===== config.mk =====
export PLATFORM = sky130hd
export DESIGN_NAME = frc_fault_response
export DESIGN_NICKNAME = d
export VERILOG_FILES = /design/src/include/frc_pkg.sv /design/src/core/frc_unit_tick.sv /design/src/core/frc_fault_response.sv
export SDC_FILE = /design/constraint.sdc
export NUM_CORES = 1
export LEC_CHECK = 0
export BUFFER_PORTS_ARGS = -buffer_cell sky130_fd_sc_hd__buf_2
export CORE_ASPECT_RATIO = 0.8
export CORE_MARGIN = 4
export CORE_UTILIZATION = 40
export CTS_CLUSTER_SIZE = 24
export DETAILED_ROUTE_END_ITERATION = 12
export PLACE_DENSITY = 0.57
export SYNTH_ARGS = -nofsm -noshare
export SYNTH_HDL_FRONTEND = slang
export SYNTH_SLANG_ARGS = --single-unit
export TNS_END_PERCENT = 30

===== constraint.sdc =====
create_clock -name clock -period 3 [get_ports clock]
set_input_delay 0.3 -clock clock [delete_from_list [all_inputs] [get_ports clock]]
set_output_delay 0.3 -clock clock [all_outputs]
set_load 0.02 [all_outputs]

===== src/include/frc_pkg.sv =====
// Package: field layout, reset values and timing constants of the fault response controller
package frc_pkg;

  // ======================================================================
  // Response byte layout
  localparam int RESP_MSB = 7;
  localparam int RESP_LSB = 6;
  localparam int RETRY_MSB = 5;
  localparam int RETRY_LSB = 3;
  localparam int DELAY_MSB = 2;
  localparam int DELAY_LSB = 0;
  localparam logic [7:0] ACTION_RESET = 8'h80;

  // ======================================================================
  // Response and retry codes
  localparam logic [1:0] RESP_IGNORE = 2'h0;
  localparam logic [1:0] RESP_DELAY_OFF = 2'h1;
  localparam logic [1:0] RESP_SHUTDOWN = 2'h2;
  localparam logic [1:0] RESP_INHIBIT = 2'h3;
  localparam logic [2:0] RETRY_NONE = 3'h0;
  localparam logic [2:0] RETRY_ENDLESS = 3'h7;

  // ======================================================================
  // Timing: one delay unit, in microseconds, and its cycle count at 50 MHz
  localparam int CLK_MHZ = 50;
  localparam int UNIT_US = 1000;
  localparam int UNIT_CYCLES = UNIT_US * CLK_MHZ;

  // Decoded response byte
  typedef struct packed {
    logic [1:0] resp;
    logic [2:0] retry;
    logic [2:0] delay;
  } frc_action_t;

endpackage


===== src/core/frc_unit_tick.sv =====
// Free-running delay-unit time base: one-cycle enable pulse per unit
`timescale 1ns/1ps
module frc_unit_tick #(
  parameter int UNIT_CYCLES = 50000
) (
  input wire logic clock,
  input wire logic nrst,
  output logic tick
);

  logic [31:0] cnt_reg;

  // ======================================================================
  // Divider; tick is registered and lasts exactly one cycle when UNIT_CYCLES is above 1
  always_ff @(posedge clock or negedge nrst) begin
    if (!nrst) begin
      cnt_reg <= 32'h0;
      tick <= 1'b0;
    end else if (cnt_reg >= 32'(UNIT_CYCLES - 1)) begin
      cnt_reg <= 32'h0;
      tick <= 1'b1;
    end else begin
      cnt_reg <= cnt_reg + 32'h1;
      tick <= 1'b0;
    end
  end

endmodule


===== src/core/frc_fault_response.sv =====
// Fault response sequencer for one voltage or temperature fault
// Functional notes
// - Response byte holds response, retry, delay fields
// - Any response sets the matching fault flag
// - Any response also notifies the host
// - Flag stays set until a clearing event
// - Response 00: keep running without interruption
// - Response 01: run for delay count units
// - Response 01: fault at expiry latches off
// - Response 10: disable at once, follow retry
// - Response 11: output off only while fault
// - Retry 000: no restart, stay off
// - Retry 001-110: one to six restart attempts
// - All retries fail: stay off until cleared
// - Attempt spacing is delay count units
// - Retry 111: retry until off, bias, other fault
// - Delay field counts delay time units
// - Delay unit length depends on fault type
// - Clear by command, reset, off-on cycle, bias loss
// - Fault present at clear sets flag again
`timescale 1ns/1ps
module frc_fault_response #(
  parameter int UNIT_CYCLES = frc_pkg::UNIT_CYCLES
) (
  input wire logic clock,
  input wire logic nrst,
  input wire logic action_wr,
  input wire logic [7:0] action_wdata,
  input wire logic fault_in,
  input wire logic other_shutdown,
  input wire logic clear_faults,
  input wire logic output_cmd_on,
  input wire logic bias_ok,
  output logic [7:0] action_rdata,
  output logic fault_flag,
  output logic host_notify,
  output logic output_enable,
  output logic latched_off
);

  typedef enum logic [2:0] {
    FRC_RUN, FRC_DELAY_RUN, FRC_OFF_WAIT, FRC_RETRY, FRC_LATCHED, FRC_INHIBIT
  } frc_state_t;

  frc_state_t state_reg;
  frc_pkg::frc_action_t action_reg;
  logic [2:0] unit_cnt_reg;
  logic [2:0] tries_reg;
  logic fault_d_reg;
  logic cmd_on_d_reg;
  logic tick;
  logic fault_rise;
  logic restart_event;
  logic clear_event;
  logic interval_done;

  // ======================================================================
  // Delay unit time base; its length is set per fault type by the parameter
  frc_unit_tick #(
    .UNIT_CYCLES(UNIT_CYCLES)
  ) u_tick (
    .clock(clock),
    .nrst(nrst),
    .tick(tick)
  );

  // ======================================================================
  // Response setting register, written by the management bus
  always_ff @(posedge clock or negedge nrst) begin
    if (!nrst) begin
      action_reg <= frc_pkg::ACTION_RESET;
    end else if (action_wr) begin
      action_reg <= frc_pkg::frc_action_t'(action_wdata);
    end
  end

  // Readback of the setting
  always_ff @(posedge clock or negedge nrst) begin
    if (!nrst) begin
      action_rdata <= frc_pkg::ACTION_RESET;
    end else begin
      action_rdata <= action_reg;
    end
  end

  // ======================================================================
  // Event detection
  always_ff @(posedge clock or negedge nrst) begin
    if (!nrst) begin
      fault_d_reg <= 1'b0;
      // Idle on level, so that releasing reset is not taken for an off-on edge
      cmd_on_d_reg <= 1'b1;
    end else begin
      fault_d_reg <= fault_in;
      cmd_on_d_reg <= output_cmd_on;
    end
  end

  assign fault_rise = fault_in && !fault_d_reg;
  // Off-then-on command edge permits a restart
  assign restart_event = output_cmd_on && !cmd_on_d_reg;
  assign clear_event = clear_faults || restart_event || !bias_ok;
  assign interval_done = tick && (unit_cnt_reg <= 3'h1);

  // ======================================================================
  // Fault flag: a present fault wins over any clear, so it re-sets at once
  // A clear in the same cycle as the fault therefore leaves the flag set
  always_ff @(posedge clock or negedge nrst) begin
    if (!nrst) begin
      fault_flag <= 1'b0;
    end else if (fault_in) begin
      fault_flag <= 1'b1;
    end else if (clear_event) begin
      fault_flag <= 1'b0;
    end
  end

  // Host notification: one pulse per newly detected fault, whatever the response
  always_ff @(posedge clock or negedge nrst) begin
    if (!nrst) begin
      host_notify <= 1'b0;
    end else begin
      host_notify <= fault_rise;
    end
  end

  // ======================================================================
  // Delay unit counter, reloaded on each new fault and each retry start
  // The time base runs free, so the first unit after a reload may be short by up
  // to one unit; restarting the divider instead would cost a second counter
  always_ff @(posedge clock or negedge nrst) begin
    if (!nrst) begin
      unit_cnt_reg <= 3'h0;
    end else if (fault_rise || (state_reg == FRC_RETRY)) begin
      unit_cnt_reg <= action_reg.delay;
    end else if (tick && unit_cnt_reg != 3'h0) begin
      unit_cnt_reg <= unit_cnt_reg - 3'h1;
    end
  end

  // ======================================================================
  // Response sequencer
  // States:
  //   RUN       output follows the on command; a new fault picks a response
  //   DELAY_RUN keeps running for the delay count, then latches if the fault stays
  //   OFF_WAIT  output off, waiting one delay interval before the next attempt
  //   RETRY     one-cycle restart attempt; the fault being gone counts as success
  //   LATCHED   off until the output is commanded off and on again, or bias is lost
  //   INHIBIT   off while the fault lasts, back to RUN on its own
  // Off command and bias loss come first, so even endless retry can be stopped
  always_ff @(posedge clock or negedge nrst) begin
    if (!nrst) begin
      state_reg <= FRC_RUN;
      tries_reg <= 3'h0;
    end else if (!bias_ok || !output_cmd_on) begin
      // Commanded off or bias lost stops everything, endless retry too
      state_reg <= FRC_RUN;
      tries_reg <= 3'h0;
    end else if (other_shutdown && state_reg != FRC_LATCHED) begin
      state_reg <= FRC_LATCHED;
    end else begin
      case (state_reg)
        FRC_RUN: begin
          tries_reg <= 3'h0;
          if (fault_rise) begin
            case (action_reg.resp)
              frc_pkg::RESP_IGNORE: state_reg <= FRC_RUN;
              frc_pkg::RESP_DELAY_OFF: state_reg <= FRC_DELAY_RUN;
              frc_pkg::RESP_SHUTDOWN: state_reg <= FRC_OFF_WAIT;
              default: state_reg <= FRC_INHIBIT;
            endcase
          end
        end
        FRC_DELAY_RUN: begin
          // Zero delay expires at once
          if (action_reg.delay == 3'h0 || interval_done) begin
            state_reg <= fault_in ? FRC_LATCHED : FRC_RUN;
          end
        end
        FRC_OFF_WAIT: begin
          if (action_reg.retry == frc_pkg::RETRY_NONE) begin
            state_reg <= FRC_LATCHED;
          end else if (action_reg.delay == 3'h0 || interval_done) begin
            if (action_reg.retry != frc_pkg::RETRY_ENDLESS && tries_reg >= action_reg.retry) begin
              state_reg <= FRC_LATCHED;
            end else begin
              state_reg <= FRC_RETRY;
              tries_reg <= tries_reg + 3'h1;
            end
          end
        end
        FRC_RETRY: begin
          // Attempt succeeds if the fault is gone; otherwise off again
          state_reg <= fault_in ? FRC_OFF_WAIT : FRC_RUN;
        end
        FRC_LATCHED: begin
          if (restart_event) begin
            state_reg <= FRC_RUN;
          end
        end
        FRC_INHIBIT: begin
          if (!fault_in) begin
            state_reg <= FRC_RUN;
          end
        end
        default: state_reg <= FRC_RUN;
      endcase
    end
  end

  // ======================================================================
  // Registered output drive
  // Registered so every pin changes on a clock edge only; costs one cycle of reaction
  always_ff @(posedge clock or negedge nrst) begin
    if (!nrst) begin
      output_enable <= 1'b0;
      latched_off <= 1'b0;
    end else begin
      output_enable <= output_cmd_on && bias_ok &&
        (state_reg == FRC_RUN || state_reg == FRC_DELAY_RUN || state_reg == FRC_RETRY);
      latched_off <= (state_reg == FRC_LATCHED);
    end
  end
endmodule


==> results.txt, run 1 <==
* Sink Count: 64
- The largest individual stage delay along the critical path comes from the cell sky130_fd_sc_hd__dfrtp_1.
- Number of buffers created by CTS: 9
- Setup repair after global routing left no endpoint under its margin.
- Register bit count reported by yosys: 64
- In this run the remaining antenna-violating nets after routing total 0.
* Switch Pwr: 0.530 mW
- Die area: 8080 µm²
- Synthesis produced a netlist whose cell count is 236.
- Power per unit of standard cell area: 637 nW/µm²
- Summed over all nets, the half-perimeter wirelength after detailed placement is 3530 µm.
- Compared with the post-synthesis result, the final layout area differs by 18.7%.
- The worst hold path belongs to the class in -> async.
- Mean instance size in the synthesized netlist: 11.4 µm²
- Number of port buffers: 27
* Root buffer selected by CTS: sky130_fd_sc_hd__clkbuf_8
* Failing checks: negative hold slack
- Core box area: 6440 µm²
* Layout cells sized above 1: 0.186
- Broken down by cell family, the worst path's largest delay share belongs to compound AO/OA/AOI/OAI gates.
- Internal power comes to 1.50 mW.
* Slew at the pin closest to its max-slew limit: 0.687 ns
- Counting both buffers and inverters, the worst setup path holds a total of 1.
- Crit path arrival time: 2.43 ns
- The die is 81.2 µm tall.
* Number of hold buffers added after cts: 0
- The smallest clock period supported by the final layout is computed as 2.16 ns.
- Part of the total power dissipated in combinational logic: 0.127
- Ordered list of cells on the worst path: inv_1 > ha_1 > a21o_1 > a31o_1 > a32o_1 > or4_1 > a21oi_1
- Across the run, the number of max-cap violations was 0.
- Largest fanout on the critical path: 6
- Routability-driven placement finished with a final weighted congestion of 0.802.
- Setup total negative slack on the finished layout was measured at 0 ns.
- Clock tree from TritonCTS: yes
* Post-route DRC violation count: 0
- Global routing finished with a remaining overflow of 0.
* FP Rows: 26
- Number of distinct standard cells referenced by the synthesized netlist: 46
- Detailed routing inserted a total of 1,818 vias.
- The analysis attributes to cell leakage a power of 1.48 nW.
* Maximum count of clock buffers along a single path: 2
- Of the synthesized area, sequential elements account for 0.599.
- Max Fclk: 463 MHz
- STA classifies the critical path startpoint as a flop.
- Slew margin rel.: 0.542
- Cell Area, Synth: 2680 µm²
- In this design, the stage delay of the slowest critical-path cell is 0.41 ns.
- In the final layout, flip-flops and latches occupy 1610 µm².
* Post-detailed-route via-to-cell ratio: 4.86
* DIE WIDTH: 99.5 µm
* Fin. Hold Viols: 9
* Total power after layout: 2.03 mW
- The initial utilization of the core area, before any placement, comes to 0.416.
- Buffers added to address setup during post-CTS repair amount to 0.
- Across every metal layer, demand over resource in global routing totals 0.137.
- I/O Pins: 28
* Leading cell type in the layout, fill and taps excluded: sky130_fd_sc_hd__dfrtp_1
- Of the total power, registers draw 0.475.
- Wire length of the first global-routing pass: 8280 µm
* Level count of the clock H-tree: 3
* Peak supply drop: 0.261 mV
- The initial antenna violation count was 0.
- The top cell types in the final layout, fill and taps aside, are 61 x sky130_fd_sc_hd__dfrtp_1, 27 x sky130_fd_sc_hd__buf_2, 26 x sky130_fd_sc_hd__nor2_1.
* Setup slack at placement: 0.859 ns
- The share of total power dissipated in the clock network is 0.399.
- The number of global-route vias before repair came to 1,722.
- Maximum number of pins on one net before global-route repair: 35
- Number of nets at the end of the flow: 309
* CTS clk-pin slew, worst paths: 0.07 ns
- Number of setup violations in the final report: 0
* Fin Hold WS: -0.00677 ns
- Switching power as a share of total power: 0.262
* Area occupied by multi-input gates: 1050 µm²
* Later-pin clock latency in the skew report: 0.35 ns
- In this run, post-CTS repair resized a total of 0 instances.
- Nature of the critical path endpoint: flop
* Placed Instances: 358
- During synthesis, Yosys emitted a total of 0 warnings.
- Summed over all layers, the routed wires come to 4950 µm.
- Critical path required time: 3.27 ns
- Dominant synthesized flop cell: sky130_fd_sc_hd__dfrtp_1
- By startpoint and endpoint, the worst setup path is classified as reg -> reg.
- Number of cells in the finished layout apart from fillers: 374
- Fraction of registers with async set or reset after synthesis: 1.00
- For the final database, setup skew stands at 0.00422 ns.
- The filler cells instantiated in the layout total 594.
- The register with the most flip-flops in the layout has 32 of them.
* Total iterations of the first detailed-routing run: 4
- Average wire per cell in the routed design: 13.2 µm
- The run finished, with violations left.
- Share of the clock period used by the worst path: 0.720
- Violation count after the first detailed-routing iteration: 118
- After layout, the worst setup slack is 0.841 ns.
* Number of enable-type register cells in the synthesized netlist: 0
- The number of antenna diodes in the final layout is 0.
- The max-slew violation total from the final report is 0.
-- area by class of cell --
cell class	count	share of cell area
flip-flops and latches	64	0.505
clock inverters	7	0.0303
multi-input cells	170	0.330
repair buffers	28	0.0488
well taps	84	0.0331
clock buffers	9	0.0390
inverters	12	0.0142
-- kinds of logic after synthesis --
group / share of synthesized area
compound gates: 0.108
fa+ha+maj: 0.0374
other cells: 0.00140
xor+xnor: 0.0458
flops: 0.599
buf+inv: 0.0304
simple gates: 0.149
mux: 0.0294
-- worst reg2reg max path: cells and delay by family (launching register included) --
family | cells | cell delay [ns]
compound gates | 4 | 0.84
buf+inv | 1 | 0.09
flops | 1 | 0.41
fa+ha+maj | 1 | 0.33
simple gates | 1 | 0.41
-- power groups by stage --
stage / Combinational, mW / Sequential (mW) / Clock (mW)
5_1_grt: 0.301 / 0.968 / 0.872
3_3_place_gp: 0.255 / 0.978 / 0
4_1_cts: 0.259 / 0.963 / 0.833
6_report: 0.257 / 0.962 / 0.808
2_1_floorplan: 0.162 / 0.986 / 0
3_5_place_dp: 0.258 / 0.980 / 0
-- synthesized netlist by cell type, types with 2 or more instances --
cell	instances	area (µm²)
sky130_fd_sc_hd__buf_6	2	22.5
sky130_fd_sc_hd__and3_1	7	43.8
sky130_fd_sc_hd__inv_1	12	45.0
sky130_fd_sc_hd__dfrtp_1	61	1530
sky130_fd_sc_hd__xor2_1	7	61.3
sky130_fd_sc_hd__ha_1	8	100
sky130_fd_sc_hd__nand2b_1	3	18.8
sky130_fd_sc_hd__a21o_1	3	22.5
sky130_fd_sc_hd__o21ai_0	8	40.0
sky130_fd_sc_hd__nand3_1	8	40.0
sky130_fd_sc_hd__nand4_1	2	12.5
sky130_fd_sc_hd__a21oi_1	8	40.0
sky130_fd_sc_hd__nor2_1	26	97.6
sky130_fd_sc_hd__a31oi_1	3	18.8
sky130_fd_sc_hd__dfstp_2	3	78.8
sky130_fd_sc_hd__a211oi_1	4	30.0
sky130_fd_sc_hd__nor3_1	5	25.0
sky130_fd_sc_hd__buf_2	2	10.0
sky130_fd_sc_hd__xnor2_1	7	61.3
sky130_fd_sc_hd__nor4_1	6	37.5
sky130_fd_sc_hd__nand2_1	19	71.3
sky130_fd_sc_hd__or4_1	2	15.0
sky130_fd_sc_hd__mux2_2	6	67.6
sky130_fd_sc_hd__a31o_1	2	17.5
-- per-layer routing --
| metal | vias up | GRT usage | wire length [µm] |
|---|---|---|---|
| met1 | 868 | 0.185 | 2470 |
| li1 | 912 | - | - |
| met5 | - | 0 | 0 |
| met4 | 0 | 0.0655 | 64 |
| met3 | 5 | 0.0558 | 296 |
| met2 | 33 | 0.191 | 2120 |
-- worst paths after layout --
| kind | from | to | slack (ns) | depth (start not counted) |
|---|---|---|---|---|
| worst max-delay path | action_reg[5] | tries_reg[0] | 0.84 | 7 |
| worst min-delay path | nrst | u_tick.cnt_reg[2] | -0.007 | 1 |
| worst max register to register | action_reg[5] | tries_reg[0] | 0.84 | 7 |
| worst min register to register | action_reg[7] | action_rdata[7] | 0.39 | 0 |
| max in group asynchronous | nrst | cmd_on_d_reg | 2.33 | 2 |
| min in group clock | output_cmd_on | cmd_on_d_reg | 0.08 | 1 |
-- stage by stage --
stage / util / cell area [µm²]
after floorplan: - / 2740
after global placement: 0.459 / 2960
after detailed placement: 0.459 / 2960
after CTS: 0.494 / 3180
after global routing: 0.494 / 3180
final: 0.494 / 3180
Note: power is estimated with default switching activity, not from simulation.
==> run 2, diff against run 1 <==
--- a/config.mk
+++ b/config.mk
@@ -11,7 +11,7 @@
 export CORE_UTILIZATION = 40
 export CTS_CLUSTER_SIZE = 24
 export DETAILED_ROUTE_END_ITERATION = 12
-export PLACE_DENSITY = 0.57
+export PLACE_DENSITY = 0.59
 export SYNTH_ARGS = -nofsm -noshare
 export SYNTH_HDL_FRONTEND = slang
 export SYNTH_SLANG_ARGS = --single-unit
==> constraint.sdc (replaced) <==
create_clock -name clock -period 1.79 [get_ports clock]
set_input_delay 0.179 -clock clock [delete_from_list [all_inputs] [get_ports clock]]
set_output_delay 0.179 -clock clock [all_outputs]
set_load 0.02 [all_outputs]
==> results.txt, run 2 (same netlist as run 1, synthesis figures left out) <==
- Vias in the first global route: 1,830
- The worst register-to-register path has a setup slack of -0.10 ns.
- Wire segments on met2 add up to 2190 µm in the final route.
- Area added between synthesis and finish: 27.4%
* Total power after layout: 3.34 mW
* Ordered list of cells on the worst path: inv_2 > ha_4 > a21o_1 > a31o_1 > a32o_2 > or4_1 > a21oi_1
- Buffers inserted during clock tree synthesis total 9.
- For this run, design rule violations remaining after detail routing come to 0.
- Summed over all layers, the routed wires come to 5340 µm.
* CTS clk-pin slew, worst paths: 0.07 ns
- Failing checks: negative setup slack
* Final TNS setup: -0.136 ns
- Power per unit of standard cell area: 977 nW/µm²
* Average wire per cell in the routed design: 13.3 µm
- Among all stages on the critical path, the largest delay is contributed by sky130_fd_sc_hd__or4_1.
* Maximum count of clock buffers along a single path: 2
* I/O Pins: 28
- Effective utilization at floorplan: 0.416
- Buffers placed on the I/O ports in this run total 27.
* Met1 routed wirelength after detailed routing: 2760 µm
- Clock tree from TritonCTS: yes
- Later-pin clock latency in the skew report: 0.34 ns
* Setup slack at placement: -0.121 ns
- Worst path max stage delay: 0.40 ns
- Maximum number of pins on one net before global-route repair: 65
- Leak pwr: 1.62 nW
- Remaining antenna violation count after routing: 0
- RSZ-0062 raised after global routing: true
- In the finished design, the share of the clock period the worst path needs comes to 1.06.
- The library cells used most frequently in the layout, excluding fill and tap cells, are 61 x sky130_fd_sc_hd__dfrtp_1, 27 x sky130_fd_sc_hd__buf_2, 26 x sky130_fd_sc_hd__nor2_1.
- Fin. Hold Viols: 0
* Level count of the clock H-tree: 3
- Broken down by cell family, the worst path's largest delay share belongs to compound AO/OA/AOI/OAI gates.
- Of all nets on the critical path, the largest fanout is 3.
- Layout cells sized above 1: 0.259
* Fin Hold WS: 0.0680 ns
- Run status: finished with violations
* DIE WIDTH: 99.5 µm
* Core box area: 6440 µm²
- The library cell used most frequently in the layout, excluding fill and tap cells, is sky130_fd_sc_hd__dfrtp_1.
- STA puts the critical path data arrival time at 2.16 ns.
- The max-slew violation total from the final report was 0.
- The number of setup buffers added after CTS is 0.
- For this block, the via count after detailed routing is 1,912.
- For this run, the total global-route usage over all layers was measured as 0.146.
* Post-detailed-route via-to-cell ratio: 4.77
- Violation count after the first detailed-routing iteration: 95
* Kind of start point of the critical path: flop
* Top routing layer in use: met4
* Detailed placement HPWL: 3780 µm
- Routed length on met3: 335 µm
- The floorplan step set the die height to 81.2 µm.
- Sink Count: 64
- Number of nets at the end of the flow: 337
- At the worst endpoint, the required time is 2.05 ns.
- Area of placed instances: 3150 µm²
- Buffering stage count on the worst path with inverters included: 1
* Worst hold path depth: 3
- Path length in cells of the critical path: 7
- Max Fclk: 529 MHz
- Setup slack of the critical path after layout: -0.101 ns
* FP Rows: 26
- Counting cells, the worst reg-to-reg path comes to 7.
- Nature of the critical path endpoint: flop
- Worst hold path type: in -> reg
* Antenna Cells: 0
- GRT Residual Overflow: 0
* Total of max-cap violations: 0
* Worst Setup Path Type: reg -> reg
* Root buffer selected by CTS: sky130_fd_sc_hd__clkbuf_8
- The congestion estimate from routability-driven global placement came to 0.797.
- The initial antenna violation count is 0.
- Max reg flops: 32
- Number of setup violations in the final report: 3
- Setup skew after layout: 0.0104 ns
- Summed area of non-filler cells in the final layout: 3410 µm²
- For the finished layout, the period the worst path requires is 1.89 ns.
- The first global-routing pass estimated 8960 µm of wire.
- Total iterations of the first detailed-routing run: 4
* Die area: 8080 µm²
* Peak supply drop: 0.490 mV
## run 2: per-stage QoR
| stage | instances | util |
|---|---|---|
| 5_1_grt | 401 | 0.530 |
| 3_3_place_gp | 382 | 0.490 |
| 6_report | 401 | 0.530 |
| 3_5_place_dp | 382 | 0.490 |
| 4_1_cts | 401 | 0.526 |
| 2_1_floorplan | 251 | - |
## run 2: worst reg2reg max path: stages (launching register included)
cell                      delay (ns)
sky130_fd_sc_hd__dfrtp_1        0.39
sky130_fd_sc_hd__inv_2          0.09
sky130_fd_sc_hd__ha_4           0.20
sky130_fd_sc_hd__a21o_1         0.16
sky130_fd_sc_hd__a31o_1         0.19
sky130_fd_sc_hd__a32o_2         0.26
sky130_fd_sc_hd__or4_1          0.40
sky130_fd_sc_hd__a21oi_1        0.13
## run 2: path summary, 6_finish.rpt
check | from | end
worst min-delay path | action_wdata[4] | action_reg[4]
worst max-delay path | action_reg[5] | tries_reg[0]
worst max register to register | action_reg[5] | tries_reg[0]
min in group asynchronous | nrst | u_tick.cnt_reg[16]
max in group asynchronous | nrst | action_rdata[7]
worst min register to register | action_reg[7] | action_rdata[7]
## run 2: metal layers
layer	GRT usage	vias to the layer above
li1	-	973
met1	0.210	894
met2	0.197	39
met3	0.0635	6
met4	0.0450	0
met5	0	-
## run 2: power by group
group	switching, mW	internal [mW]	leakage [nW]
clock network	0.521	0.675	0.0964
registers	0.0504	1.55	0.797
logic	0.296	0.244	0.724
## run 2: final cells by class
cell class                      count  area [µm²]
Timing Repair Buffer               56         375
Multi-Input combinational cell    170        1090
Clock buffer                       12         145
Clock inverter                      3        43.8
Sequential cell                    64        1610
Fill cell                         579        3030
Tap cell                           84         105
Inverter                           12        45.0
## run 2: what timing repair did
item	CTS	global route
endpoints found under the hold margin	64	0
hold buffers	4	0
gates resized for setup	2	4
setup endpoints to repair	4	10
pin swaps	4	2
==> run 3, diff against run 2 <==
--- a/config.mk
+++ b/config.mk
@@ -6,12 +6,15 @@
 export NUM_CORES = 1
 export LEC_CHECK = 0
 export BUFFER_PORTS_ARGS = -buffer_cell sky130_fd_sc_hd__buf_2
+export CAP_MARGIN = 10
 export CORE_ASPECT_RATIO = 0.8
 export CORE_MARGIN = 4
 export CORE_UTILIZATION = 40
 export CTS_CLUSTER_SIZE = 24
 export DETAILED_ROUTE_END_ITERATION = 12
+export GPL_TIMING_DRIVEN = 1
 export PLACE_DENSITY = 0.59
+export SETUP_SLACK_MARGIN = 0.02
 export SYNTH_ARGS = -nofsm -noshare
 export SYNTH_HDL_FRONTEND = slang
 export SYNTH_SLANG_ARGS = --single-unit
==> results.txt, run 3 (same netlist as run 1, synthesis figures left out) <==
* Sink of the worst hold path: action_reg[4]
* R2R cell count: 7
* Highest-count cells in the layout ignoring fill and taps: 61 x sky130_fd_sc_hd__dfrtp_1, 27 x sky130_fd_sc_hd__buf_2, 25 x sky130_fd_sc_hd__nor2_1
- R2r setup slk: -0.11 ns
- Level count of the clock H-tree: 3
- Counting I/O delays and the setup requirement, the final critical path takes 1.90 ns.
* Clock tree from TritonCTS: yes
- Die H: 81.2 µm
* Antenna Cells: 0
* I/O Pins: 28
* Setup slack at placement: -0.121 ns
- In this design, the stage delay of the slowest critical-path cell is 0.40 ns.
- The final layout contains 337 nets.
* Met3 track demand over resource: 0.0635
- Peak supply drop: 0.489 mV
- Summed over all cells, the static leakage comes to 1.62 nW.
- The detailed router finished its first iteration with 83 violations.
- GPL Wtd Cong: 0.797
- Met2 routing resource usage after global routing: 0.197
- Pins Over Slew Limit: 0
- Detailed placement HPWL: 3780 µm
* Busiest layer in global routing: met1
- Share of the clock period used by the worst path: 1.06
- GRT Residual Overflow: 0
- After clock tree synthesis, the clock-pin slew on the worst setup and hold paths is 0.07 ns.
- Leading cell type in the layout, fill and taps excluded: sky130_fd_sc_hd__dfrtp_1
- Buffering stage count on the worst path with inverters included: 1
- Across the routed clock network, the largest skew measured is 0.0102 ns.
- The die covers 8080 µm².
* Post-route DRC violation count: 0
- Number of port buffers: 27
- Maximum count of clock buffers along a single path: 2
* Worst hold path depth: 3
- Remaining antenna violation count after routing: 0
* Number of buffers created by CTS: 9
- After detailed routing, the average wire length per cell comes to 13.4 µm.
- In the final timing run, aggregate negative setup slack is -0.140 ns.
* Ordered list of cells on the worst path: inv_2 > ha_4 > a21o_1 > a31o_1 > a32o_2 > or4_1 > a21oi_1
- The final count of hold timing violations was 0.
- Crit path arrival time: 2.16 ns
- Total of max-cap violations: 0
* Crit path max-delay cell type: sky130_fd_sc_hd__or4_1
- Power per unit of standard cell area: 973 nW/µm²
- In this run the worst hold path is classified as in -> reg.
* Effective utilization at floorplan: 0.416
* Largest delay share family, worst path: compound AO/OA/AOI/OAI gates
- The critical path runs through a total of 7 cells.
- Failing checks: negative setup slack
- Sink Count: 64
- Setup repair after global routing could not meet its margin everywhere.
- Routed wire length: 5370 µm
* Vias in the first global route: 1,830
* Post-CTS setup-driven buffer insertion count: 0
* Number of setup violations in the final report: 3
- Max reg flops: 32
- Wire length of the first global-routing pass: 8960 µm
- The first detailed-routing pass ran for 4 iterations.
- The worst register-to-register path ends at tries_reg[0].
* Via count of the routed design: 1,905
* FF-to-FF Start: action_reg[5]
- Kind of start point of the critical path: flop
* Layout cells sized above 1: 0.271
- Nature of the critical path endpoint: flop
- Relative to the synthesized area, the layout overhead comes to 28.0%.
- Setup slack of the critical path after layout: -0.108 ns
* Root buffer selected by CTS: sky130_fd_sc_hd__clkbuf_8
- Derived from the worst setup path, the maximum achievable clock frequency is 527 MHz.
- The region available for standard cell placement spans 6440 µm².
- Worst Hold Launch: action_wdata[4]
* Global router's overall resource usage: 0.146
- The die is 99.5 µm wide.
- The worst setup path is of the reg -> reg kind.
* Largest fanout on the critical path: 3
- STA puts the critical path data required time at 2.05 ns.
- The run finished, with violations left.
* Antenna violations before repair: 0
- Post-detailed-route via-to-cell ratio: 4.75
- The floorplan has 26 rows.
- Maximum number of pins on one net before global-route repair: 65
- GR Layer Usage met1: 0.210
* Later-pin clock latency in the skew report: 0.34 ns
run 3: worst min-delay path, stage by stage:
cell and delay, ns:
sky130_fd_sc_hd__buf_2 0.07, sky130_fd_sc_hd__nand2_1 0.04, sky130_fd_sc_hd__o21ai_0 0.07
run 3: metrics by stage:
stage | hold slack (ns) | cells | power (mW) | utilization | area (µm²)
2_1_floorplan | -0.117 | 251 | 1.93 | - | 2750
3_3_place_gp | 0.223 | 382 | 2.12 | 0.490 | 3150
3_5_place_dp | 0.223 | 382 | 2.15 | 0.490 | 3150
4_1_cts | 0.0503 | 401 | 3.39 | 0.526 | 3390
5_1_grt | 0.0464 | 401 | 3.55 | 0.532 | 3430
6_report | 0.0660 | 401 | 3.34 | 0.532 | 3430
run 3: final cells by class:
class / count / area, µm²
clock buffers: 12 / 145
clock inverters: 3 / 43.8
fillers: 578 / 3010
inverters: 12 / 45.0
multi-input cells: 170 / 1110
flip-flops and latches: 64 / 1610
well taps: 84 / 105
repair buffers: 56 / 375
run 3: how the worst max path moves through the flow:
stage                  startpoint      endpoint  slack [ns]
floorplan           action_reg[5]  tries_reg[0]       -0.11
global placement    action_reg[5]  tries_reg[0]       -0.09
detailed placement  action_reg[5]  tries_reg[0]       -0.12
CTS                 action_reg[5]  tries_reg[0]       -0.09
global route        action_reg[5]  tries_reg[0]       -0.15
finish              action_reg[5]  tries_reg[0]       -0.11
run 3: repair_timing:
action | 4_1_cts | 5_1_grt
hold endpoints to repair | 64 | 0
gates resized for setup | 2 | 8
pin swaps | 4 | 2
hold buffers | 4 | 0
setup endpoints to repair | 5 | 17
run 3: routing by layer:
metal,part of all wire,routed length [µm]
met1,0.52,2800
met2,0.41,2200
met3,0.058,313
met4,0.010,55
met5,0,0
run 3: power by group:
part / leakage (nW) / switching (mW) / internal (mW)
registers: 0.797 / 0.0503 / 1.55
clock network: 0.0964 / 0.522 / 0.675
logic: 0.725 / 0.297 / 0.245
